`src/hw/cdto_consts.svh`:
```
// Constants for the CAN dominant timeout front end
`ifndef CDTO_CONSTS_SVH
`define CDTO_CONSTS_SVH
// Dominant timeout period, shortest figure, in microseconds
`define CDTO_PERIOD_US 1200
// Clock rate in MHz
`define CDTO_CLK_MHZ 25
// Cycles in the timeout period
`define CDTO_PERIOD_CYC (`CDTO_PERIOD_US * `CDTO_CLK_MHZ)
// Pin and reset levels
`define CDTO_RECESSIVE 1'h1
`define CDTO_DOMINANT 1'h0
`define CDTO_ACTIVE 1'h1
`define CDTO_INACTIVE 1'h0
`endif

```
`src/hw/cdto_pkg.sv`:
```
// Types for the CAN dominant timeout front end
package cdto_pkg;
  typedef enum logic [1:0] {
    CDTO_ST_RUN = 2'h1,
    CDTO_ST_TMO = 2'h2
  } cdto_state_t;
endpackage

```
`src/hw/cdto_front.sv`:
```
// CAN transceiver digital front end with dominant timeout
// Contract
// - Low transmit input with driver enabled drives the bus dominant.
// - Undriven bus stays recessive, reading as logic one.
// - Each transmit falling edge starts the dominant timeout timer.
// - Timer expiry without rising edge disables the bus driver.
// - Transmit input returning high clears timeout and re-enables driver.
// - During timeout the bus stays recessive, receive still follows bus.
// - Receive output low for dominant bus, high for recessive or open.
// - Passes traffic at rates up to 5 Mbps.
// - Undriven transmit input (tx_driven low) is forced recessive.
`timescale 1ns/1ns
`include "cdto_consts.svh"
module cdto_front
  import cdto_pkg::*;
#(
  parameter int PERIOD_CYC = `CDTO_PERIOD_CYC
) (
  input  wire logic clk,
  input  wire logic rst,
  input  wire logic tx_data,
  input  wire logic tx_driven,
  input  wire logic bus_dominant,
  input  wire logic bus_open,
  output logic      rx_data,
  output logic      bus_drive,
  output logic      dominant_timeout
);
  localparam int CW = $clog2(PERIOD_CYC + 1);

  logic        tx_s1_q;
  logic        tx_s2_q;
  logic        drv_s1_q;
  logic        drv_s2_q;
  logic        tx_prev_q;
  logic        dom_s1_q;
  logic        dom_s2_q;
  logic        opn_s1_q;
  logic        opn_s2_q;
  logic        tx_in;
  logic [CW-1:0] cnt_q;
  logic [CW-1:0] cnt_d;
  cdto_state_t state_q;
  cdto_state_t state_d;
  logic        rx_d;
  logic        drive_d;
  logic        tmo_d;

  assign tx_in = drv_s2_q ? tx_s2_q : `CDTO_RECESSIVE;

  always_ff @(posedge clk or posedge rst) begin
    if (rst) begin
      tx_s1_q   <= `CDTO_RECESSIVE;
      tx_s2_q   <= `CDTO_RECESSIVE;
      drv_s1_q  <= `CDTO_ACTIVE;
      drv_s2_q  <= `CDTO_ACTIVE;
      tx_prev_q <= `CDTO_RECESSIVE;
      dom_s1_q  <= `CDTO_INACTIVE;
      dom_s2_q  <= `CDTO_INACTIVE;
      opn_s1_q  <= `CDTO_ACTIVE;
      opn_s2_q  <= `CDTO_ACTIVE;
    end else begin
      tx_s1_q   <= tx_data;
      tx_s2_q   <= tx_s1_q;
      drv_s1_q  <= tx_driven;
      drv_s2_q  <= drv_s1_q;
      tx_prev_q <= tx_in;
      dom_s1_q  <= bus_dominant;
      dom_s2_q  <= dom_s1_q;
      opn_s1_q  <= bus_open;
      opn_s2_q  <= opn_s1_q;
    end
  end

  // Timer and timeout state
  always_comb begin
    state_d = state_q;
    cnt_d   = cnt_q;
    case (state_q)
      CDTO_ST_RUN: begin
        if (tx_prev_q && !tx_in) begin
          cnt_d = CW'(1);
        end else if (!tx_in) begin
          if (cnt_q < CW'(PERIOD_CYC)) begin
            cnt_d = cnt_q + CW'(1);
          end
        end else begin
          cnt_d = '0;
        end
        if (!tx_in && cnt_q >= CW'(PERIOD_CYC)) begin
          state_d = CDTO_ST_TMO;
        end
      end
      CDTO_ST_TMO: begin
        if (tx_in) begin
          state_d = CDTO_ST_RUN;
          cnt_d   = '0;
        end
      end
      default: begin
        state_d = CDTO_ST_RUN;
        cnt_d   = '0;
      end
    endcase
  end

  // Output values
  always_comb begin
    // drive only when low and not timed out
    drive_d = !tx_in && (state_d == CDTO_ST_RUN);
    // receive mirrors bus, open reads high
    rx_d    = !(dom_s2_q && !opn_s2_q);
    tmo_d   = (state_d == CDTO_ST_TMO);
  end

  always_ff @(posedge clk or posedge rst) begin
    if (rst) begin
      state_q          <= CDTO_ST_RUN;
      cnt_q            <= '0;
      rx_data          <= `CDTO_RECESSIVE;
      bus_drive        <= `CDTO_INACTIVE;
      dominant_timeout <= `CDTO_INACTIVE;
    end else begin
      state_q          <= state_d;
      cnt_q            <= cnt_d;
      rx_data          <= rx_d;
      bus_drive        <= drive_d;
      dominant_timeout <= tmo_d;
    end
  end

  // Assertions
  property p_drive_low;
    @(posedge clk) disable iff (rst)
      (!tx_in && !dominant_timeout && cnt_q < CW'(PERIOD_CYC))
      |=> bus_drive;
  endproperty
  a_drive_low: assert property (p_drive_low)
    else $error("driver not on for dominant input");

  property p_rec;
    @(posedge clk) disable iff (rst)
      tx_in |=> !bus_drive;
  endproperty
  a_rec: assert property (p_rec)
    else $error("driver on for recessive input");

  property p_start;
    @(posedge clk) disable iff (rst)
      (state_q == CDTO_ST_RUN && tx_prev_q && !tx_in) |=> cnt_q == CW'(1);
  endproperty
  a_start: assert property (p_start)
    else $error("timer did not start on falling edge");

  property p_expire;
    @(posedge clk) disable iff (rst)
      (state_q == CDTO_ST_RUN && !tx_in && cnt_q >= CW'(PERIOD_CYC))
      |=> dominant_timeout && !bus_drive;
  endproperty
  a_expire: assert property (p_expire)
    else $error("timeout did not disable driver");

  property p_clear;
    @(posedge clk) disable iff (rst)
      (dominant_timeout && tx_in) |=> !dominant_timeout;
  endproperty
  a_clear: assert property (p_clear)
    else $error("timeout not cleared by recessive input");

  property p_tmo_rec;
    @(posedge clk) disable iff (rst)
      dominant_timeout |-> !bus_drive;
  endproperty
  a_tmo_rec: assert property (p_tmo_rec)
    else $error("driver on during timeout");

  property p_rx;
    @(posedge clk) disable iff (rst)
      ##1 (rx_data == !($past(dom_s2_q) && !$past(opn_s2_q)));
  endproperty
  a_rx: assert property (p_rx)
    else $error("receive output does not follow bus");

  property p_rst;
    @(posedge clk)
      $fell(rst) |-> !dominant_timeout && cnt_q == '0;
  endproperty
  a_rst: assert property (p_rst)
    else $error("reset did not clear timeout");

  property p_status;
    @(posedge clk) disable iff (rst)
      dominant_timeout == $past(state_d == CDTO_ST_TMO);
  endproperty
  a_status: assert property (p_status)
    else $error("status does not track timeout state");

  property p_float;
    @(posedge clk) disable iff (rst)
      !drv_s2_q |=> !bus_drive;
  endproperty
  a_float: assert property (p_float)
    else $error("driver on for undriven transmit pin");

  property p_rate;
    @(posedge clk) disable iff (rst)
      (!dominant_timeout && tx_prev_q != tx_in)
      |=> bus_drive != $past(bus_drive);
  endproperty
  a_rate: assert property (p_rate)
    else $error("transmit edge not passed within one cycle");

  property p_open;
    @(posedge clk) disable iff (rst)
      opn_s2_q |=> rx_data;
  endproperty
  a_open: assert property (p_open)
    else $error("receive output low for open bus");
endmodule // cdto_front

```
`config.mk`:
```
export PLATFORM = sky130hd
export DESIGN_NAME = cdto_front
export DESIGN_NICKNAME = d
export VERILOG_FILES = /design/src/hw/cdto_pkg.sv /design/src/hw/cdto_front.sv
export VERILOG_INCLUDE_DIRS = /design/src /design/src/hw
export SDC_FILE = /design/constraint.sdc
export NUM_CORES = 1
export LEC_CHECK = 0
export ABC_AREA = 1
export BUFFER_PORTS_ARGS = -buffer_cell sky130_fd_sc_hd__buf_2
export CAP_MARGIN = 10
export CORE_ASPECT_RATIO = 2
export CORE_MARGIN = 2
export CORE_UTILIZATION = 60
export CTS_BUF_LIST = sky130_fd_sc_hd__clkbuf_4 sky130_fd_sc_hd__clkbuf_8 sky130_fd_sc_hd__clkbuf_16
export CTS_CLUSTER_SIZE = 8
export DETAILED_ROUTE_END_ITERATION = 8
export PLACE_DENSITY = 0.86
export SLEW_MARGIN = 5
export SYNTH_ARGS = -nofsm -noshare
export SYNTH_HDL_FRONTEND = slang
export SYNTH_SLANG_ARGS = --single-unit
```
`constraint.sdc`:
```
create_clock -name clk -period 1.8 [get_ports clk]
set_input_delay 0.09 -clock clk [delete_from_list [all_inputs] [get_ports clk]]
set_output_delay 0.09 -clock clk [all_outputs]
set_load 0.01 [all_outputs]
```
Word-level counts from Yosys, hierarchy flattened
Cells that the tools add are included.

cells by class
  order comparisons = 2
  reductions and logical operators = 8
  equality and inequality tests = 6
  multiplexer cells = 9
  $add $sub $neg = 1

operator list
  kind                   number
  $mux 15                4
  $pmux 15 s2            1
  $add 15x1->15 const B  1
  $ge 15x15->1 const B   1
  $lt 15x15->1 const B   1
  $eq 2x1->1 const B     2
  $eq 2x2->1 const B     2
  $logic_and 1x1->1      4
  $mux 2                 2
  $ne 4x4->1 const B     1
  $pmux 2 s2             1
  $logic_not 1->1        3
  $ne 2x2->1 const B     1
  $reduce_and 2->1       1
  $mux 1                 1

word-level totals
  logic and storage cells = 40
  output and inout port bits = 3
  register bits = 29

Longest topological paths before layout
  word-level depth = 7
  gate-level depth with buffers = 10
  mapped depth without buffers = 10

Worst setup path before layout
No wires, ideal clock.

  path type = flip-flop to flip-flop
  start = register state_q[0]
  end = register cnt_q[4]
  required time = 1679 ps
  clock period less this slack = 1456 ps
  setup slack = 344 ps
  data arrival time = 1335 ps
  setup time = 121 ps
  cell stages (with the launch flop) = 8
  cells stage by stage = dfstp_2 -> ha_1 -> nand2_1 -> o21ai_2 -> nand2_4 -> buf_8 -> a21oi_2 -> nor2_1

on the way
  word-level cells in the longest chain between the ends = 3
  elaborated cells between the ends (all ways) = 6
  those cells by class = eq/ne: 4; mux: 1; reduce/logical: 1

ends and longest elaborated chain
  item                                                       RTL line           source
  start, declared                                            cdto_front.sv:43   cdto_state_t state_q;
  start signal, assigned                                     cdto_front.sv:124  state_q <= state_d;
  $eq 2x1->1 / $eq 2x2->1 (equally long branches)            cdto_front.sv:79   case (state_q)
  $ne 4x4->1 (no line) / $ne 2x2->1 (equally long branches)  -
  $reduce_and 2->1 (no line)                                 -
  end signal, assigned                                       cdto_front.sv:125  cnt_q <= cnt_d;
  end, declared                                              cdto_front.sv:41   logic [CW-1:0] cnt_q;

Several ways; a longest one is shown, not always the timed one.
A chain may end at the register's enable or synchronous reset.

Worst setup path after layout
  start = register state_q[0]
  end = register cnt_q[9]

Same word-level chain as after synthesis.

==> results_dict.tcl <==
set metrics [dict create \
    status "finished clean" \
    syn_nets 224 \
    grt_pass1_wl_um 6820 \
    crit_chain "inv_1, ha_1, nand2_1, nand3_2, nand2_4, nand3_1, nand2_1, inv_1" \
    ir_worst_vdd_v 0.000673 \
    firstDrtPassIters 4 \
    worst-path-buf-inv 2 \
    clock_sinks 29 \
    yosysSeqAreaShare_pct 44.9 \
    final_net_count 244 \
    num_io_pins 9 \
    crit_path_end_kind "flop" \
    grt_antenna_before_repair 0 \
    htree_levels 2 \
    n_fill_cell 193 \
    layout_commonest_cell "nand2_1" \
    final_cell_mix "nand2_1, nand3_1, nor2_1, inv_1, dfrtp_1" \
    ff_latch_area_um2 737 \
    crit_fanout 22 \
    critPathRequiredTime_ps 1990 \
    track_usage_pct 32.1 \
    clkPwrFrac_pct 49.0 \
    globalRoute.totalOverflow 0 \
    wl_um 3930 \
    slowest_delay_ps 550 \
    cp_slowest_cell "dfstp_2" \
    clk_latency_ps 290 \
    gp_congestion 0.862 \
    max_freq_mhz 599 \
    layout-drive-gt1-share_pct 20.9 \
    synth_edf_count 0 \
    post-cts-setup-buffers 0 \
    cp.arrival_ps 1860 \
    rsz0062_at_grt "no" \
    hold_class "flop to flop" \
    p_sw_share_pct 20.3 \
    maxSlewViolCount 0 \
    cts_tree "done" \
    finalCritPeriodShare_pct 92.8 \
    core_area_um2 2570 \
    ys_ff_latch 29 \
    rows 26 \
    synthesis.area_um2 1640 \
    setup_viol 0 \
    io_buffers 8 \
    synthArstFlopShare_pct 100 \
    grt_max_degree 30 \
    cellLeakagePower_nw 0.901 \
    cts_made_buffers 5 \
    synthFlopType "dfrtp_1" \
    syn2layout_area_growth_pct 14.9 \
    worst_pin_slew_ps 356 \
    power.switching_mw 0.295 \
    crit_type "flop to flop" \
    dieWidth_um 41 \
    yosys_warnings 0 \
    placed_cell_area_um2 1710 \
    fin_tns_setup_ps 0 \
    finalHoldViolCount 0 \
    dp_hpwl_um 2600 \
    vias 1521 \
    start_util_pct 63.9 \
    clk_pin_slew_ps 60 \
    root_buffer "clkbuf_8" \
    critPathTopFamily "simple AND/OR/NAND/NOR gates" \
    start_kind "flop" \
    powerDensity_nw_per_um2 772 \
    synth_area_per_cell_um2 7.68 \
    finalCriticalPeriod_ps 1670 \
    slew_headroom_pct 76.3 \
    multi_input_area_um2 788 \
    cap_violations 0 \
    seqPwrFrac_pct 46.7 \
    yosysUniqueCellTypes 25 \
    comb_power_share_pct 4.3 \
    p_int_mw 1.16 \
    drc 0 \
    clockBufferDepth 2 \
    grt_pass1_vias 1566 \
    post_drt_wl_per_cell_um 15.0 \
    dieArea_um2 3200 \
    die_y_um 78 \
    avgViaCountPerCell 5.78 \
    drt_iter0_drc 63 \
    stdcell_area_um2 1890 \
    synth_cells 214 \
    antennaDiodeCount 0 \
    skew_ps 5.80 \
    antenna_left 0 \
]
cells by family after synthesis:
logic type,Yosys count,synth area share [%]
AND/OR/NAND/NOR,136,37.8
flip-flops,29,44.9
buffers and inverters,27,7.46
AO/OA/AOI/OAI,17,6.32
adder cells (fa/ha/maj),4,3.05
XOR/XNOR,1,0.533
flip-flops by register name, indices dropped and copies added, names as in the netlist:
register / count
bus_drive: 1
cnt_q: 15
dom_s1_q: 1
dom_s2_q: 1
dominant_timeout: 1
drv_s1_q: 1
drv_s2_q: 1
opn_s1_q: 1
opn_s2_q: 1
rx_data: 1
state_q: 2
tx_prev_q: 1
tx_s1_q: 1
tx_s2_q: 1
cell type report:
cell class,instances,share of cell area (%)
sequential,29,39.1
clock inverter,1,1.59
clock buffer,7,4.77
multi-input combinational,158,41.8
tap,28,1.86
timing repair buffer,17,6.37
inverter,23,4.58
stage by stage:
step                      total power [mW]  cells  hold slack [ps]  util [%]  setup WS (ps)
after floorplan                      0.721    214             94.5         -            344
after global placement               0.740    250              165      66.6            239
after detailed placement             0.743    250              172      66.6            181
after CTS                             1.46    263              350      73.2            135
after global routing                  1.49    263              360      73.4           16.0
final                                 1.46    263              350      73.4            129
layer usage:
layer | part of all wire, % | up-vias | global-route usage (%)
met3 | 4.4 | 24 | 8.00
met2 | 56 | 60 | 49.8
met1 | 34 | 709 | 35.2
li1 | - | 728 | -
met5 | 0 | - | 0
met4 | 5.5 | 0 | 21.7
synth_stat cells, types with 2 or more instances:
cell	n	share of area (%)
a21oi_1	4	1.2
o21ai_2	2	1.1
a21oi_2	3	1.6
nor2_2	4	1.5
nor2_1	25	5.7
o21ai_0	2	0.61
nand4_1	5	1.9
dfstp_2	9	14
nand3_2	2	1.2
inv_1	22	5.0
o21ai_1	6	1.8
nand2_2	4	1.5
nor3_1	2	0.61
nor2_4	2	1.4
ha_1	4	3.0
buf_2	2	0.61
nand2_1	60	14
dfrtp_1	20	30
nand3_1	30	9.1
what timing repair did:
item | CTS | global route
hold buffers | 5 | 0
hold endpoints to repair | 24 | 0
endpoints found under the setup margin | 0 | 1
resized for setup | 0 | 1
path summary, 6_finish.rpt:
check	end	from	slack [ps]	cells after the start
max in group asynchronous	tx_s2_q	rst	1070	4
min in group asynchronous	cnt_q[7]	rst	420	4
worst max-delay path	cnt_q[9]	state_q[0]	130	8
worst max register to register	cnt_q[9]	state_q[0]	130	8
worst min-delay path	opn_s2_q	opn_s1_q	350	0
worst min register to register	opn_s2_q	opn_s1_q	350	0
power groups by stage:
stage / clock network [mW] / registers, mW / logic [mW]
5_1_grt: 0.739 / 0.682 / 0.0704
2_1_floorplan: 0 / 0.691 / 0.0301
3_3_place_gp: 0 / 0.690 / 0.0498
4_1_cts: 0.715 / 0.680 / 0.0611
3_5_place_dp: 0 / 0.691 / 0.0515
6_report: 0.714 / 0.681 / 0.0625
(Power assumes the default switching activity.)
